<file path="config.mk">
export PLATFORM = sky130hd
export DESIGN_NAME = logic_array_irq_trigger_lock_regs
export DESIGN_NICKNAME = d
export VERILOG_FILES = /design/src/core/pla_tail_pkg.sv /design/src/core/logic_array_irq_trigger_lock_regs.sv
export VERILOG_INCLUDE_DIRS = /design/src /design/src/core
export SDC_FILE = /design/constraint.sdc
export NUM_CORES = 1
export LEC_CHECK = 0
export BUFFER_PORTS_ARGS = -buffer_cell sky130_fd_sc_hd__buf_4
export CORE_MARGIN = 10
export CORE_UTILIZATION = 54
export CTS_CLUSTER_DIAMETER = 120
export DETAILED_ROUTE_END_ITERATION = 10
export PLACE_DENSITY = 0.86
export SKIP_CTS_REPAIR_TIMING = 1
export SLEW_MARGIN = 20
export SYNTH_ARGS = -nofsm -noshare
export SYNTH_HDL_FRONTEND = slang
export SYNTH_SLANG_ARGS = --single-unit
</file>
<file path="constraint.sdc">
create_clock -name pclk -period 5.1 [get_ports pclk]
set_input_delay 0 -clock pclk [delete_from_list [all_inputs] [get_ports pclk]]
set_output_delay 0 -clock pclk [all_outputs]
set_load 0.05 [all_outputs]
</file>
<file path="src/core/pla_tail_map.svh">
`ifndef PLA_TAIL_MAP_SVH
`define PLA_TAIL_MAP_SVH

// byte addresses of the registers
`define ADDR_IRQ_SELECT_LOW 32'h4000_5884
`define ADDR_IRQ_SELECT_HIGH 32'h4000_5888
`define ADDR_CONV_TRIGGER_CFG 32'h4000_588C
`define ADDR_SOFTWARE_INPUT_LOW 32'h4000_5890
`define ADDR_ELEMENT_OUTPUT_LOW 32'h4000_5898
`define ADDR_ELEMENT_OUTPUT_HIGH 32'h4000_589C
`define ADDR_CONFIG_WRITE_LOCK 32'h4000_58A0
`define ADDR_EVENT_STATUS 32'h4000_58A4
`define ADDR_EVENT_MASK 32'h4000_58A8

// field positions of the two interrupt select registers
`define SRC_LO_MSB 3
`define SRC_LO_LSB 0
`define EN_LO_BIT 4
`define SRC_HI_MSB 11
`define SRC_HI_LSB 8
`define EN_HI_BIT 12
`define IRQ_SELECT_WMASK 16'h1F1F

// conversion trigger register fields
`define CONV_SRC_MSB 4
`define CONV_SRC_LSB 0
`define CONV_EN_BIT 5
`define CONV_CFG_WMASK 16'h003F

// lock bit and offset added to upper-block source numbers
`define LOCK_BIT 0
`define HIGH_BLOCK_BASE 5'h10

// event status and mask layout
`define EVENT_BITS 5
`define EVENT_CONV_BIT 4

`define REG_RESET 16'h0000
`define EVENT_RESET 5'h00

`endif

</file>
<file path="src/core/pla_tail_pkg.sv">
package pla_tail_pkg;

  typedef struct packed {
    logic [15:0] irq_select_low_blocks;
    logic [15:0] irq_select_high_blocks;
    logic [15:0] conversion_trigger_config;
    logic [15:0] software_input_low_blocks;
    logic lock;
    logic [4:0] event_status;
    logic [4:0] event_mask;
    logic [4:0] read_snapshot;
    logic [3:0] event_req;
    logic conv_req;
    logic [31:0] prdata;
    logic pslverr;
  } regs_state_type;

  typedef struct packed {
    logic psel;
    logic penable;
    logic pwrite;
    logic [31:0] paddr;
    logic [31:0] pwdata;
  } apb_req_type;

  typedef struct packed {
    logic pready;
    logic [31:0] prdata;
    logic pslverr;
  } apb_resp_type;

endpackage

</file>
<file path="src/core/logic_array_irq_trigger_lock_regs.sv">
`timescale 1ns/1ns
`include "pla_tail_map.svh"

module logic_array_irq_trigger_lock_regs #(
  parameter int ELEMENTS = 32
) (
  input wire logic pclk,
  input wire logic presetn,
  input wire pla_tail_pkg::apb_req_type apb_req,
  output pla_tail_pkg::apb_resp_type apb_resp,
  input wire logic [ELEMENTS-1:0] element_out,
  input wire logic [15:0] element_input_selector,
  input wire logic [15:0] even_feedback,
  output logic [15:0] element_data_in,
  output logic [3:0] event_req,
  output logic conversion_start_req,
  output logic config_locked,
  output logic irq
);
  import pla_tail_pkg::*;

  regs_state_type state_ff;
  regs_state_type nxt_state;

  ////////////////////////////////////////////////////////////////////////////////
  // helpers

  function automatic logic pick_element(input logic [ELEMENTS-1:0] outs,
                                        input logic [4:0] index);
    pick_element = outs[index];
  endfunction

  function automatic logic [31:0] widen(input logic [15:0] value);
    widen = {16'h0000, value};
  endfunction

  ////////////////////////////////////////////////////////////////////////////////
  // address decode

  logic setup_phase;
  logic access_phase;
  logic hit_irq_low;
  logic hit_irq_high;
  logic hit_conv;
  logic hit_din;
  logic hit_dout_low;
  logic hit_dout_high;
  logic hit_lock;
  logic hit_status;
  logic hit_mask;
  logic mapped;

  assign setup_phase = apb_req.psel && !apb_req.penable;
  assign access_phase = apb_req.psel && apb_req.penable;
  assign hit_irq_low = apb_req.paddr == `ADDR_IRQ_SELECT_LOW;
  assign hit_irq_high = apb_req.paddr == `ADDR_IRQ_SELECT_HIGH;
  assign hit_conv = apb_req.paddr == `ADDR_CONV_TRIGGER_CFG;
  assign hit_din = apb_req.paddr == `ADDR_SOFTWARE_INPUT_LOW;
  assign hit_dout_low = apb_req.paddr == `ADDR_ELEMENT_OUTPUT_LOW;
  assign hit_dout_high = apb_req.paddr == `ADDR_ELEMENT_OUTPUT_HIGH;
  assign hit_lock = apb_req.paddr == `ADDR_CONFIG_WRITE_LOCK;
  assign hit_status = apb_req.paddr == `ADDR_EVENT_STATUS;
  assign hit_mask = apb_req.paddr == `ADDR_EVENT_MASK;
  assign mapped = hit_irq_low || hit_irq_high || hit_conv || hit_din || hit_dout_low
                  || hit_dout_high || hit_lock || hit_status || hit_mask;

  ////////////////////////////////////////////////////////////////////////////////
  // event sources

  logic [4:0] src_a;
  logic [4:0] src_b;
  logic [4:0] src_c;
  logic [4:0] src_d;
  logic [3:0] raw_event;
  logic raw_conv;

  assign src_a = {1'b0, state_ff.irq_select_low_blocks[`SRC_LO_MSB:`SRC_LO_LSB]};
  assign src_b = {1'b0, state_ff.irq_select_low_blocks[`SRC_HI_MSB:`SRC_HI_LSB]};
  assign src_c = `HIGH_BLOCK_BASE
                 + {1'b0, state_ff.irq_select_high_blocks[`SRC_LO_MSB:`SRC_LO_LSB]};
  assign src_d = `HIGH_BLOCK_BASE
                 + {1'b0, state_ff.irq_select_high_blocks[`SRC_HI_MSB:`SRC_HI_LSB]};

  always_comb begin
    raw_event[0] = state_ff.irq_select_low_blocks[`EN_LO_BIT]
                   && pick_element(element_out, src_a);
    raw_event[1] = state_ff.irq_select_low_blocks[`EN_HI_BIT]
                   && pick_element(element_out, src_b);
    raw_event[2] = state_ff.irq_select_high_blocks[`EN_LO_BIT]
                   && pick_element(element_out, src_c);
    raw_event[3] = state_ff.irq_select_high_blocks[`EN_HI_BIT]
                   && pick_element(element_out, src_d);
    raw_conv = state_ff.conversion_trigger_config[`CONV_EN_BIT]
               && pick_element(element_out,
                  state_ff.conversion_trigger_config[`CONV_SRC_MSB:`CONV_SRC_LSB]);
  end

  ////////////////////////////////////////////////////////////////////////////////
  // next state

  always_comb begin
    logic write_ok;
    logic [4:0] new_events;
    write_ok = 1'b0;
    new_events = {raw_conv, raw_event};
    nxt_state = state_ff;
    nxt_state.event_req = raw_event;
    nxt_state.conv_req = raw_conv;
    write_ok = access_phase && apb_req.pwrite && !state_ff.lock;

    // read data captured in setup so the data output comes from a flip-flop
    if (setup_phase) begin
      nxt_state.prdata = 32'h0000_0000;
      nxt_state.pslverr = !mapped;
      nxt_state.read_snapshot = `EVENT_RESET;
      if (!apb_req.pwrite) begin
        if (hit_irq_low) begin
          nxt_state.prdata = widen(state_ff.irq_select_low_blocks);
        end
        if (hit_irq_high) begin
          nxt_state.prdata = widen(state_ff.irq_select_high_blocks);
        end
        if (hit_conv) begin
          nxt_state.prdata = widen(state_ff.conversion_trigger_config);
        end
        if (hit_din) begin
          nxt_state.prdata = widen(state_ff.software_input_low_blocks);
        end
        if (hit_dout_low) begin
          nxt_state.prdata = widen(element_out[15:0]);
        end
        if (hit_dout_high) begin
          nxt_state.prdata = widen(element_out[31:16]);
        end
        if (hit_lock) begin
          nxt_state.prdata = {31'h0000_0000, state_ff.lock};
        end
        if (hit_status) begin
          nxt_state.prdata = {27'h000_0000, state_ff.event_status};
          nxt_state.read_snapshot = state_ff.event_status;
        end
        if (hit_mask) begin
          nxt_state.prdata = {27'h000_0000, state_ff.event_mask};
        end
      end
    end

    if (write_ok) begin
      if (hit_irq_low) begin
        nxt_state.irq_select_low_blocks = apb_req.pwdata[15:0] & `IRQ_SELECT_WMASK;
      end
      if (hit_irq_high) begin
        nxt_state.irq_select_high_blocks = apb_req.pwdata[15:0] & `IRQ_SELECT_WMASK;
      end
      if (hit_conv) begin
        nxt_state.conversion_trigger_config = apb_req.pwdata[15:0] & `CONV_CFG_WMASK;
      end
      if (hit_din) begin
        nxt_state.software_input_low_blocks = apb_req.pwdata[15:0];
      end
    end

    // set once, cleared only by reset
    if (access_phase && apb_req.pwrite && hit_lock && apb_req.pwdata[`LOCK_BIT]) begin
      nxt_state.lock = 1'b1;
    end

    if (access_phase && apb_req.pwrite && hit_mask) begin
      nxt_state.event_mask = apb_req.pwdata[`EVENT_BITS-1:0];
    end

    // read clears only what was seen; a new event in the same cycle wins
    if (access_phase && !apb_req.pwrite && hit_status) begin
      nxt_state.event_status = (state_ff.event_status & ~state_ff.read_snapshot)
                               | new_events;
    end else begin
      nxt_state.event_status = state_ff.event_status | new_events;
    end
  end

  ////////////////////////////////////////////////////////////////////////////////
  // state register

  always_ff @(posedge pclk or negedge presetn) begin
    if (!presetn) begin
      state_ff <= '0;
    end else begin
      state_ff <= nxt_state;
    end
  end

  ////////////////////////////////////////////////////////////////////////////////
  // outputs

  // one driver for the whole response struct
  assign apb_resp = '{pready: 1'b1,
                      prdata: state_ff.prdata,
                      pslverr: state_ff.pslverr && access_phase};

  always_comb begin
    for (int i = 0; i < 16; i++) begin
      element_data_in[i] = element_input_selector[i] ? even_feedback[i]
                                                     : state_ff.software_input_low_blocks[i];
    end
  end

  assign event_req = state_ff.event_req;
  assign conversion_start_req = state_ff.conv_req;
  assign config_locked = state_ff.lock;
  assign irq = |(state_ff.event_status & state_ff.event_mask);

endmodule

</file>
-- After elaboration in Yosys (flattened, before gate mapping)
Cells that the tools add are included.
- mux-type cells: 39
- $add $sub $neg: 2
- equal/unequal tests: 9
- $lt $le $gt $ge: 5
- bitwise operators: 5
- reductions and logical operators: 32
- operator list (operator ; count):
    $eq 32x31->1 const B ; 9
    $mux 32 ; 9
    $mux 1 ; 21
    $lt 5x6->1 const B ; 3
    $bmux 1 s5 ; 3
    $logic_and 1x1->1 ; 15
    $mux 5 ; 3
    $mux 13 ; 1
    $lt 4x6->1 const B ; 2
    $add 5x4->5 const A ; 2
    $and 5x5->5 ; 2
    $or 5x5->5 ; 2
    $bmux 1 s4 ; 2
    $logic_or 1x1->1 ; 8
    $reduce_and 2->1 ; 4
    $not 5->5 ; 1
    $reduce_or 5->1 ; 1
    $logic_not 1->1 ; 4
- register bits after elaboration: 96
- logic and storage cells: 104
- output and inout port bits: 57
- input port bits: 133

-- Longest topological paths before layout
Gate-level depths: netlist (run 1).
- depth after elaboration: 11
- mapped depth: 8
- depth with buffers taken out: 6

-- Worst setup path before layout (run 1)
No wires, ideal clock.
- path kind: flip-flop to flip-flop
- from: register state_ff[70] in the netlist's numbering
- to: register state_ff[52] in the netlist's numbering
- setup slack: 2.965 ns
- clock period less this slack: 2.135 ns
- path buffers: 1
- arrival time: 2.016 ns
- required time: 4.982 ns
- cell stages (with the launch flop): 7
- library setup time: 0.118 ns
- cell sequence: dfrtp_1 clkbuf_1 mux4_2 mux4_2 nand3_1 nand2_1 a21o_1
- RTL lines (item ; line ; text):
    start: declaration ; logic_array_irq_trigger_lock_regs.sv:22 ; regs_state_type state_ff;
    start signal: assignment ; logic_array_irq_trigger_lock_regs.sv:188 ; state_ff <= nxt_state;

-- Worst setup path after layout (run 1)
- from: input apb_req[34] in the netlist's numbering
- to: register state_ff[98] in the netlist's numbering
- longest elaborated chain between the ends: 2
- ends and longest elaborated chain (item ; line ; text):
    start: declaration ; logic_array_irq_trigger_lock_regs.sv:9 ; input wire pla_tail_pkg::apb_req_type apb_req,
    $eq 32x31->1 (no line) ; - ;
    $reduce_and 2->1 (no line) ; - ;
Every way passes these cells.
A chain may end at the register's enable or synchronous reset.

==> flow_summary.toml, run 1 <==
[layout]
final_common_cell = "buf_4"
fillers = 699
drive_above_1_share = 0.476
nets = 714
final_cell_mix = "buf_4 (157), dfrtp_1 (80), mux2_2 (63)"
area.growth.synth_to_final_pct = 28.6
diodes = 0
final_area_um2 = 6640

[global_routing]
grt_max_degree = 81
grt_pass1_wl_um = 25900
track_usage = 0.234
grt_pass1_vias = 4590
grt_overflow = 0
antenna_found_initial = 0

[place]
numPortBuffers = 156
gp_congestion = 0.955
hpwl_um = 13300
dpl_cell_area_um2 = 6180

[floorplanning]
num_io_pins = 190
die_h_um = 118
dieArea_um2 = 13900
coreArea_um2 = 9280
start_util = 0.556
std_cell_rows = 35
fp.dieW_um = 118

[power]
p_leak_nw = 3.12
fin_total_pwr_mw = 1.44
peakVddDrop_v = 0.000135
cellPowerDensity_nw_per_um2 = 217

[cts]
htreeDepth = 3
cts_tree = "done"
insertion_delay_ns = 0.36
clk_path_buf_depth = 2
cts_sinks = 80
path_clk_slew_ns = 0.09
cts_buffers = 9
cts_root_buffer = "clkbuf_8"

[timing]
skew_ns = 0.0118
post-route-period-util = 0.546
fmax_ghz = 0.359
whs_ns = 0.00397
slew_headroom = 0.295
hold_violations = 0
rsz0062_at_grt = "no"
setup_violations = 0
tightest_slew_ns = 1.06
slew_viol_final = 0
tns_ns = 0
post-route-min-period_ns = 2.79

[synth]
avgSynthCellArea_um2 = 11.9
ys.flop_type = "dfrtp_1"
synth.top_cell.area_share = 0.388
syn_area_um2 = 5160
async_flop_share = 1.00
synth_area_leader_cell = "dfrtp_1"
yosys-top-cells-area = "dfrtp_1 (39%), mux2_2 (14%), mux4_2 (13%)"
synth_seq_cells = 80
ys_warn_count = 0
yosysSeqAreaShare = 0.388
synth_cell_types = 61
synth_cells = 434
synth-edff-count = 0

[routing]
drt_iter0_markers = 344
wirelength_um = 17100
firstDrtPassIters = 7
drcViolationCount = 0
ant_nets = 0
drt-vias-per-instance = 6.36
routedWlPerCell_um = 23.9
num_vias = 4545

[setup_path]
path_class = "input port to register"
start_kind = "input port"
crit_required_ns = 5.34
cpMaxStageDelayCell = "or4b_2"
crit_arrival_ns = 3.03
cp_num_buf_inv = 2
slowest_delay_ns = 0.73
path_cells = "dlygate4sd3_1, buf_4, or4b_2, nor2_1, and3_1, mux2_2"
setup.worst_path.end_class = "register"
crit_path_max_fanout = 18
crit_family = "simple AND/OR/NAND/NOR gates"

[run_status]
outcome = "complete, no violations"

[job]
cap_viol_max_count = 0

[worst_hold_path]
hold_path.class = "input port to register"
## registers in the layout, indices dropped and copies added, names as in the netlist
name	flops
config_locked	1
apb_resp	16
conversion_start_req	1
src_a	4
event_req	4
state_ff	50
src_b	4
## cells in the mapped netlist (5+ instances only)
cell / instances
dfrtp_1: 80
mux2_2: 63
buf_4: 40
mux4_2: 30
nand2_1: 30
clkbuf_1: 15
o21ai_0: 15
and3_1: 13
nor2_1: 11
a22oi_1: 10
nand3_1: 9
o221ai_1: 9
a21o_1: 8
a22o_1: 8
a21oi_1: 7
a2111oi_0: 5
a222oi_1: 5
nor3_1: 5
nor4_1: 5
## worst register-to-register path: stages (launching register included)
cell and delay [ns]:
dfrtp_1 0.68, mux4_2 0.58, mux4_2 0.47, nand3_1 0.09, nand2_1 0.13, a21o_1 0.18
## cell type report
class,instances,area (µm²),share of cell area
tap,129,161,0.0243
clock buffer,13,139,0.0209
sequential,80,2000,0.302
timing repair buffer,178,1400,0.211
multi-input combinational,309,2830,0.427
inverter,3,11.3,0.00170
clock inverter,3,90.1,0.0136
## stage by stage
| step | setup WS, ns | utilization | std cells |
|---|---|---|---|
| after floorplan | 2.97 | - | 449 |
| after global placement | 2.20 | 0.666 | 678 |
| after detailed placement | 2.09 | 0.666 | 678 |
| after CTS | 2.46 | 0.691 | 694 |
| after global routing | 2.29 | 0.715 | 715 |
| final | 2.31 | 0.715 | 715 |
## kinds of logic after synthesis
family	count (synthesis)	synth area share
AO/OA/AOI/OAI	85	0.121
adder cells (fa/ha/maj)	1	0.00194
buffers and inverters	60	0.0745
flip-flops	80	0.388
multiplexers	94	0.270
other	2	0.00146
AND/OR/NAND/NOR	112	0.143
## where the power goes
part           internal, mW  switching [mW]
Clock                 0.327           0.234
Combinational         0.110           0.133
Sequential            0.635        0.000588
Total                  1.07           0.367
## worst paths after layout
| kind | cells past startpoint | start | to | slack [ns] |
|---|---|---|---|---|
| max in group asynchronous | 3 | presetn | state_ff[72] | 4.33 |
| worst min register to register | 2 | apb_resp[13] | apb_resp[13] | 0.49 |
| min in group asynchronous | 2 | presetn | state_ff[42] | 0.17 |
| worst max register to register | 5 | state_ff[70] | state_ff[52] | 2.86 |
| worst max-delay path | 6 | apb_req[34] | state_ff[98] | 2.31 |
| worst min-delay path | 3 | element_out[13] | apb_resp[14] | 0.004 |
## metal layers
layer	share of wire	GRT usage
met5	0	0
met4	0.019	0.0703
met3	0.13	0.0930
met2	0.48	0.378
met1	0.38	0.282
Power figures use the tool's default switching activity.
==> run 2: changes to the inputs <==
--- a/config.mk
+++ b/config.mk
@@ -8,10 +8,10 @@
 export LEC_CHECK = 0
 export BUFFER_PORTS_ARGS = -buffer_cell sky130_fd_sc_hd__buf_4
 export CORE_MARGIN = 10
-export CORE_UTILIZATION = 54
+export CORE_UTILIZATION = 50
 export CTS_CLUSTER_DIAMETER = 120
 export DETAILED_ROUTE_END_ITERATION = 10
-export PLACE_DENSITY = 0.86
+export PLACE_DENSITY = 0.81
 export SKIP_CTS_REPAIR_TIMING = 1
 export SLEW_MARGIN = 20
 export SYNTH_ARGS = -nofsm -noshare
==> constraint.sdc (replaced) <==
create_clock -name pclk -period 2.6 [get_ports pclk]
set_input_delay 0 -clock pclk [delete_from_list [all_inputs] [get_ports pclk]]
set_output_delay 0 -clock pclk [all_outputs]
set_load 0.05 [all_outputs]
==> flow_summary.toml, run 2 (synthesis results as in run 1) <==
[run_status]
outcome = "finished, violations left"
violations = "hold timing"

[global_routing]
grt_pass1_vias = 4615
track_usage = 0.228
antenna_found_initial = 0
grt_overflow = 0
grt_max_degree = 81
grt_pass1_wl_um = 26000

[cts]
cts_buffers = 9
path_clk_slew_ns = 0.08
cts_tree = "done"
cts_sinks = 80
cts_root_buffer = "clkbuf_8"
htreeDepth = 3
clk_path_buf_depth = 2
insertion_delay_ns = 0.36

[layout]
regMostFlops = "state_ff"
final_common_cell = "buf_4"
drive_above_1_share = 0.493
nets = 730
final_util = 0.662
largest_reg_flops = 50
final_area_um2 = 6740
final_cell_mix = "buf_4 (174), dfrtp_1 (80), mux2_2 (63)"
area.growth.synth_to_final_pct = 30.6
diodes = 0

[place]
place_ws_ns = 0.336
dpl_cell_area_um2 = 6320
hpwl_um = 13600
gp_congestion = 0.997
numPortBuffers = 156

[timing]
setup_violations = 0
skew_ns = 0.00736
tightest_slew_ns = 0.590
fmax_ghz = 0.452
whs_ns = -0.0176
setup_ws_ns = 0.386
rsz0062_at_grt = "no"
post-route-period-util = 0.852
slew_headroom = 0.606
post-route-min-period_ns = 2.21
hold_violations = 4
slew_viol_final = 0
tns_ns = 0

[setup_path]
path_class = "register to register"
crit_arrival_ns = 2.47
crit_path_max_fanout = 10
setup.worst_path.end_class = "register"
start_kind = "register"
crit_required_ns = 2.85

[floorplanning]
fp.dieW_um = 122
num_io_pins = 190
coreArea_um2 = 10200
die_h_um = 122
dieArea_um2 = 14800
start_util = 0.507
std_cell_rows = 37

[routing]
drt_iter0_markers = 514
ant_nets = 0
wirelength_um = 17300
num_vias = 4549
drcViolationCount = 0
drt-vias-per-instance = 6.17
routedWlPerCell_um = 23.5
firstDrtPassIters = 5

[job]
cap_viol_max_count = 0

[power]
p_leak_nw = 3.20
peakVddDrop_v = 0.000207
cellPowerDensity_nw_per_um2 = 401

[worst_hold_path]
hold_path.class = "input port to register"
run 2: changes by cell type in the layout (fill, tap and decap cells not counted):
cell and delta:
dlygate4sd3_1 -1, clkbuf_1 -2, clkinv_2 +2, nor3_2 -1
nor3_1 +1, buf_12 -1, buf_16 +1, bufinv_16 -1
buf_4 +17
run 2: where the power goes:
group	switching (mW)	internal (mW)	leakage, nW
Clock	0.443	0.533	0.103
Sequential	0.000978	1.24	1.11
Combinational	0.261	0.218	1.98
Total	0.705	2.00	3.20
run 2: worst max-delay path, cell delays in order, from the launching register on:
cell and delay, ns:
dfrtp_1 0.67, mux4_2 0.58, mux4_2 0.47, nand3b_1 0.10, nand2_1 0.11, a21o_1 0.17
run 2: final timing paths:
kind,slack (ns),end,startpoint,cells after the start
hold / removal,-0.02,apb_resp[8],element_out[23],3
setup reg to reg,0.39,state_ff[52],state_ff[70],5
hold reg to reg,0.49,apb_resp[13],apb_resp[13],2
setup / recovery,0.39,state_ff[52],state_ff[70],5
max in group asynchronous,1.89,apb_resp[15],presetn,3
min in group asynchronous,0.13,state_ff[41],presetn,2
run 2: final cells by class:
class                      instances  area [µm²]
inverter                           3        11.3
tap                              136         170
sequential                        80        2000
clock inverter                     4        70.1
fill                             802        3450
multi-input combinational        309        2830
clock buffer                      11         131
timing repair buffer             194        1520
run 2: routing by layer:
metal	track usage	share of wire	routed length, µm
met1	0.276	0.38	6550
met2	0.366	0.48	8330
met3	0.0916	0.12	2010
met4	0.0663	0.025	437
met5	0	0	0
run 2: per-stage QoR:
step,instances,total power [mW]
2_1_floorplan,449,1.49
3_3_place_gp,702,1.71
3_5_place_dp,702,1.72
4_1_cts,717,2.68
5_1_grt,737,2.81
6_report,737,2.70
==> run 3: changes to the inputs <==
--- a/config.mk
+++ b/config.mk
@@ -8,12 +8,12 @@
 export LEC_CHECK = 0
 export BUFFER_PORTS_ARGS = -buffer_cell sky130_fd_sc_hd__buf_4
 export CORE_MARGIN = 10
-export CORE_UTILIZATION = 50
+export CORE_UTILIZATION = 52
+export CTS_BUF_LIST = sky130_fd_sc_hd__clkbuf_4
 export CTS_CLUSTER_DIAMETER = 120
 export DETAILED_ROUTE_END_ITERATION = 10
-export PLACE_DENSITY = 0.81
+export PLACE_DENSITY = 0.84
 export SKIP_CTS_REPAIR_TIMING = 1
-export SLEW_MARGIN = 20
 export SYNTH_ARGS = -nofsm -noshare
 export SYNTH_HDL_FRONTEND = slang
 export SYNTH_SLANG_ARGS = --single-unit
==> flow_summary.toml, run 3 (synthesis results as in run 1) <==
[run_status]
outcome = "finished, violations left"
violations = "hold timing"

[cts]
cts_tree = "done"
cts_root_buffer = "clkbuf_4"
insertion_delay_ns = 0.44
htreeDepth = 3
cts_sinks = 80
cts_buffers = 9
path_clk_slew_ns = 0.12
clk_path_buf_depth = 2

[routing]
drcViolationCount = 0
drt-vias-per-instance = 6.18
ant_nets = 0
drt_iter0_markers = 662
routedWlPerCell_um = 23.1
wirelength_um = 17300
firstDrtPassIters = 8
num_vias = 4641

[layout]
regMostFlops = "state_ff"
nets = 746
largest_reg_flops = 50
final_util = 0.702
diodes = 0
fillers = 733
final_common_cell = "buf_4"
drive_above_1_share = 0.485
final_cell_mix = "buf_4 (177), dfrtp_1 (80), mux2_2 (63)"
area.growth.synth_to_final_pct = 32.3

[global_routing]
grt_util_met1 = 0.291
grt-busiest-layer = "met2"
grt_pass1_vias = 4854
grt_pass1_wl_um = 26900
grt_max_degree = 81
antenna_found_initial = 0
grtUsageMet3 = 0.0881
grt_overflow = 0
use_met2 = 0.378
track_usage = 0.236

[worst_hold_path]
hold_path.class = "input port to register"

[place]
hpwl_um = 13600
gp_congestion = 1.03
numPortBuffers = 156

[timing]
rsz0062_at_grt = "no"
slew_viol_final = 0
post-route-min-period_ns = 2.38
hold_violations = 6
slew_headroom = 0.334
fmax_ghz = 0.420
skew_ns = 0.0174
whs_ns = -0.0372
setup_violations = 0
post-route-period-util = 0.915
tns_ns = 0
tightest_slew_ns = 0.999

[floorplanning]
dieArea_um2 = 14300
std_cell_rows = 36
die_h_um = 120
coreArea_um2 = 9730
fp.dieW_um = 120
start_util = 0.530
num_io_pins = 190

[setup_path]
path_class = "input port to register"
setup.worst_path.end_class = "register"
crit_path_max_fanout = 18
crit_arrival_ns = 2.74
start_kind = "input port"
crit_required_ns = 2.96

[power]
peakVddDrop_v = 0.000275
cellPowerDensity_nw_per_um2 = 378
p_leak_nw = 3.23

[job]
cap_viol_max_count = 0
[run 3: power breakdown]
| group | internal [mW] | leakage, nW | total [mW] | switching (mW) |
|---|---|---|---|---|
| clock network | 0.419 | 0.0890 | 0.850 | 0.431 |
| registers | 1.25 | 1.11 | 1.25 | 0.00129 |
| logic | 0.224 | 2.03 | 0.486 | 0.262 |
| total | 1.89 | 3.23 | 2.58 | 0.694 |
[run 3: stage by stage]
stage               power, mW  worst slack [ns]  instances  cell area [µm²]
floorplan                1.49             0.465        449             5220
global placement         1.71             0.402        702             6340
detailed placement       1.72             0.350        702             6340
CTS                      2.56             0.413        718             6500
global route             2.68             0.179        751             6830
finish                   2.58             0.220        751             6830
[run 3: critical path: stages]
cell and delay (ns):
dlygate4sd3_1 0.55, buf_4 0.20, or4b_2 0.71, nor4_2 0.18, buf_4 0.21, a222oi_1 0.10, dlygate4sd3_1 0.59, o21ai_0 0.17
[run 3: cell type report]
| cell class | count | area, µm² | area share |
|---|---|---|---|
| clock buffers | 12 | 90.1 | 0.0132 |
| clock inverters | 4 | 68.8 | 0.0101 |
| flip-flops and latches | 80 | 2000 | 0.293 |
| well taps | 133 | 166 | 0.0244 |
| multi-input cells | 309 | 2830 | 0.414 |
| repair buffers | 210 | 1660 | 0.243 |
| inverters | 3 | 11.3 | 0.00165 |
[run 3: worst paths after layout]
path,startpoint,end,slack [ns],cells after the start
worst max-delay path,apb_req[34],apb_resp[7],0.22,8
worst min-delay path,element_out[31],apb_resp[16],-0.04,3
max in group asynchronous,presetn,state_ff[45],1.68,2
min in group asynchronous,presetn,state_ff[49],0.26,2
worst max register to register,state_ff[70],state_ff[52],0.42,5
worst min register to register,apb_resp[11],apb_resp[11],0.51,2
[run 3: per-layer routing]
layer,vias up,wire [µm]
met5,-,0
met4,0,414
met3,42,2090
met2,316,8280
met1,2274,6560
li1,2009,-
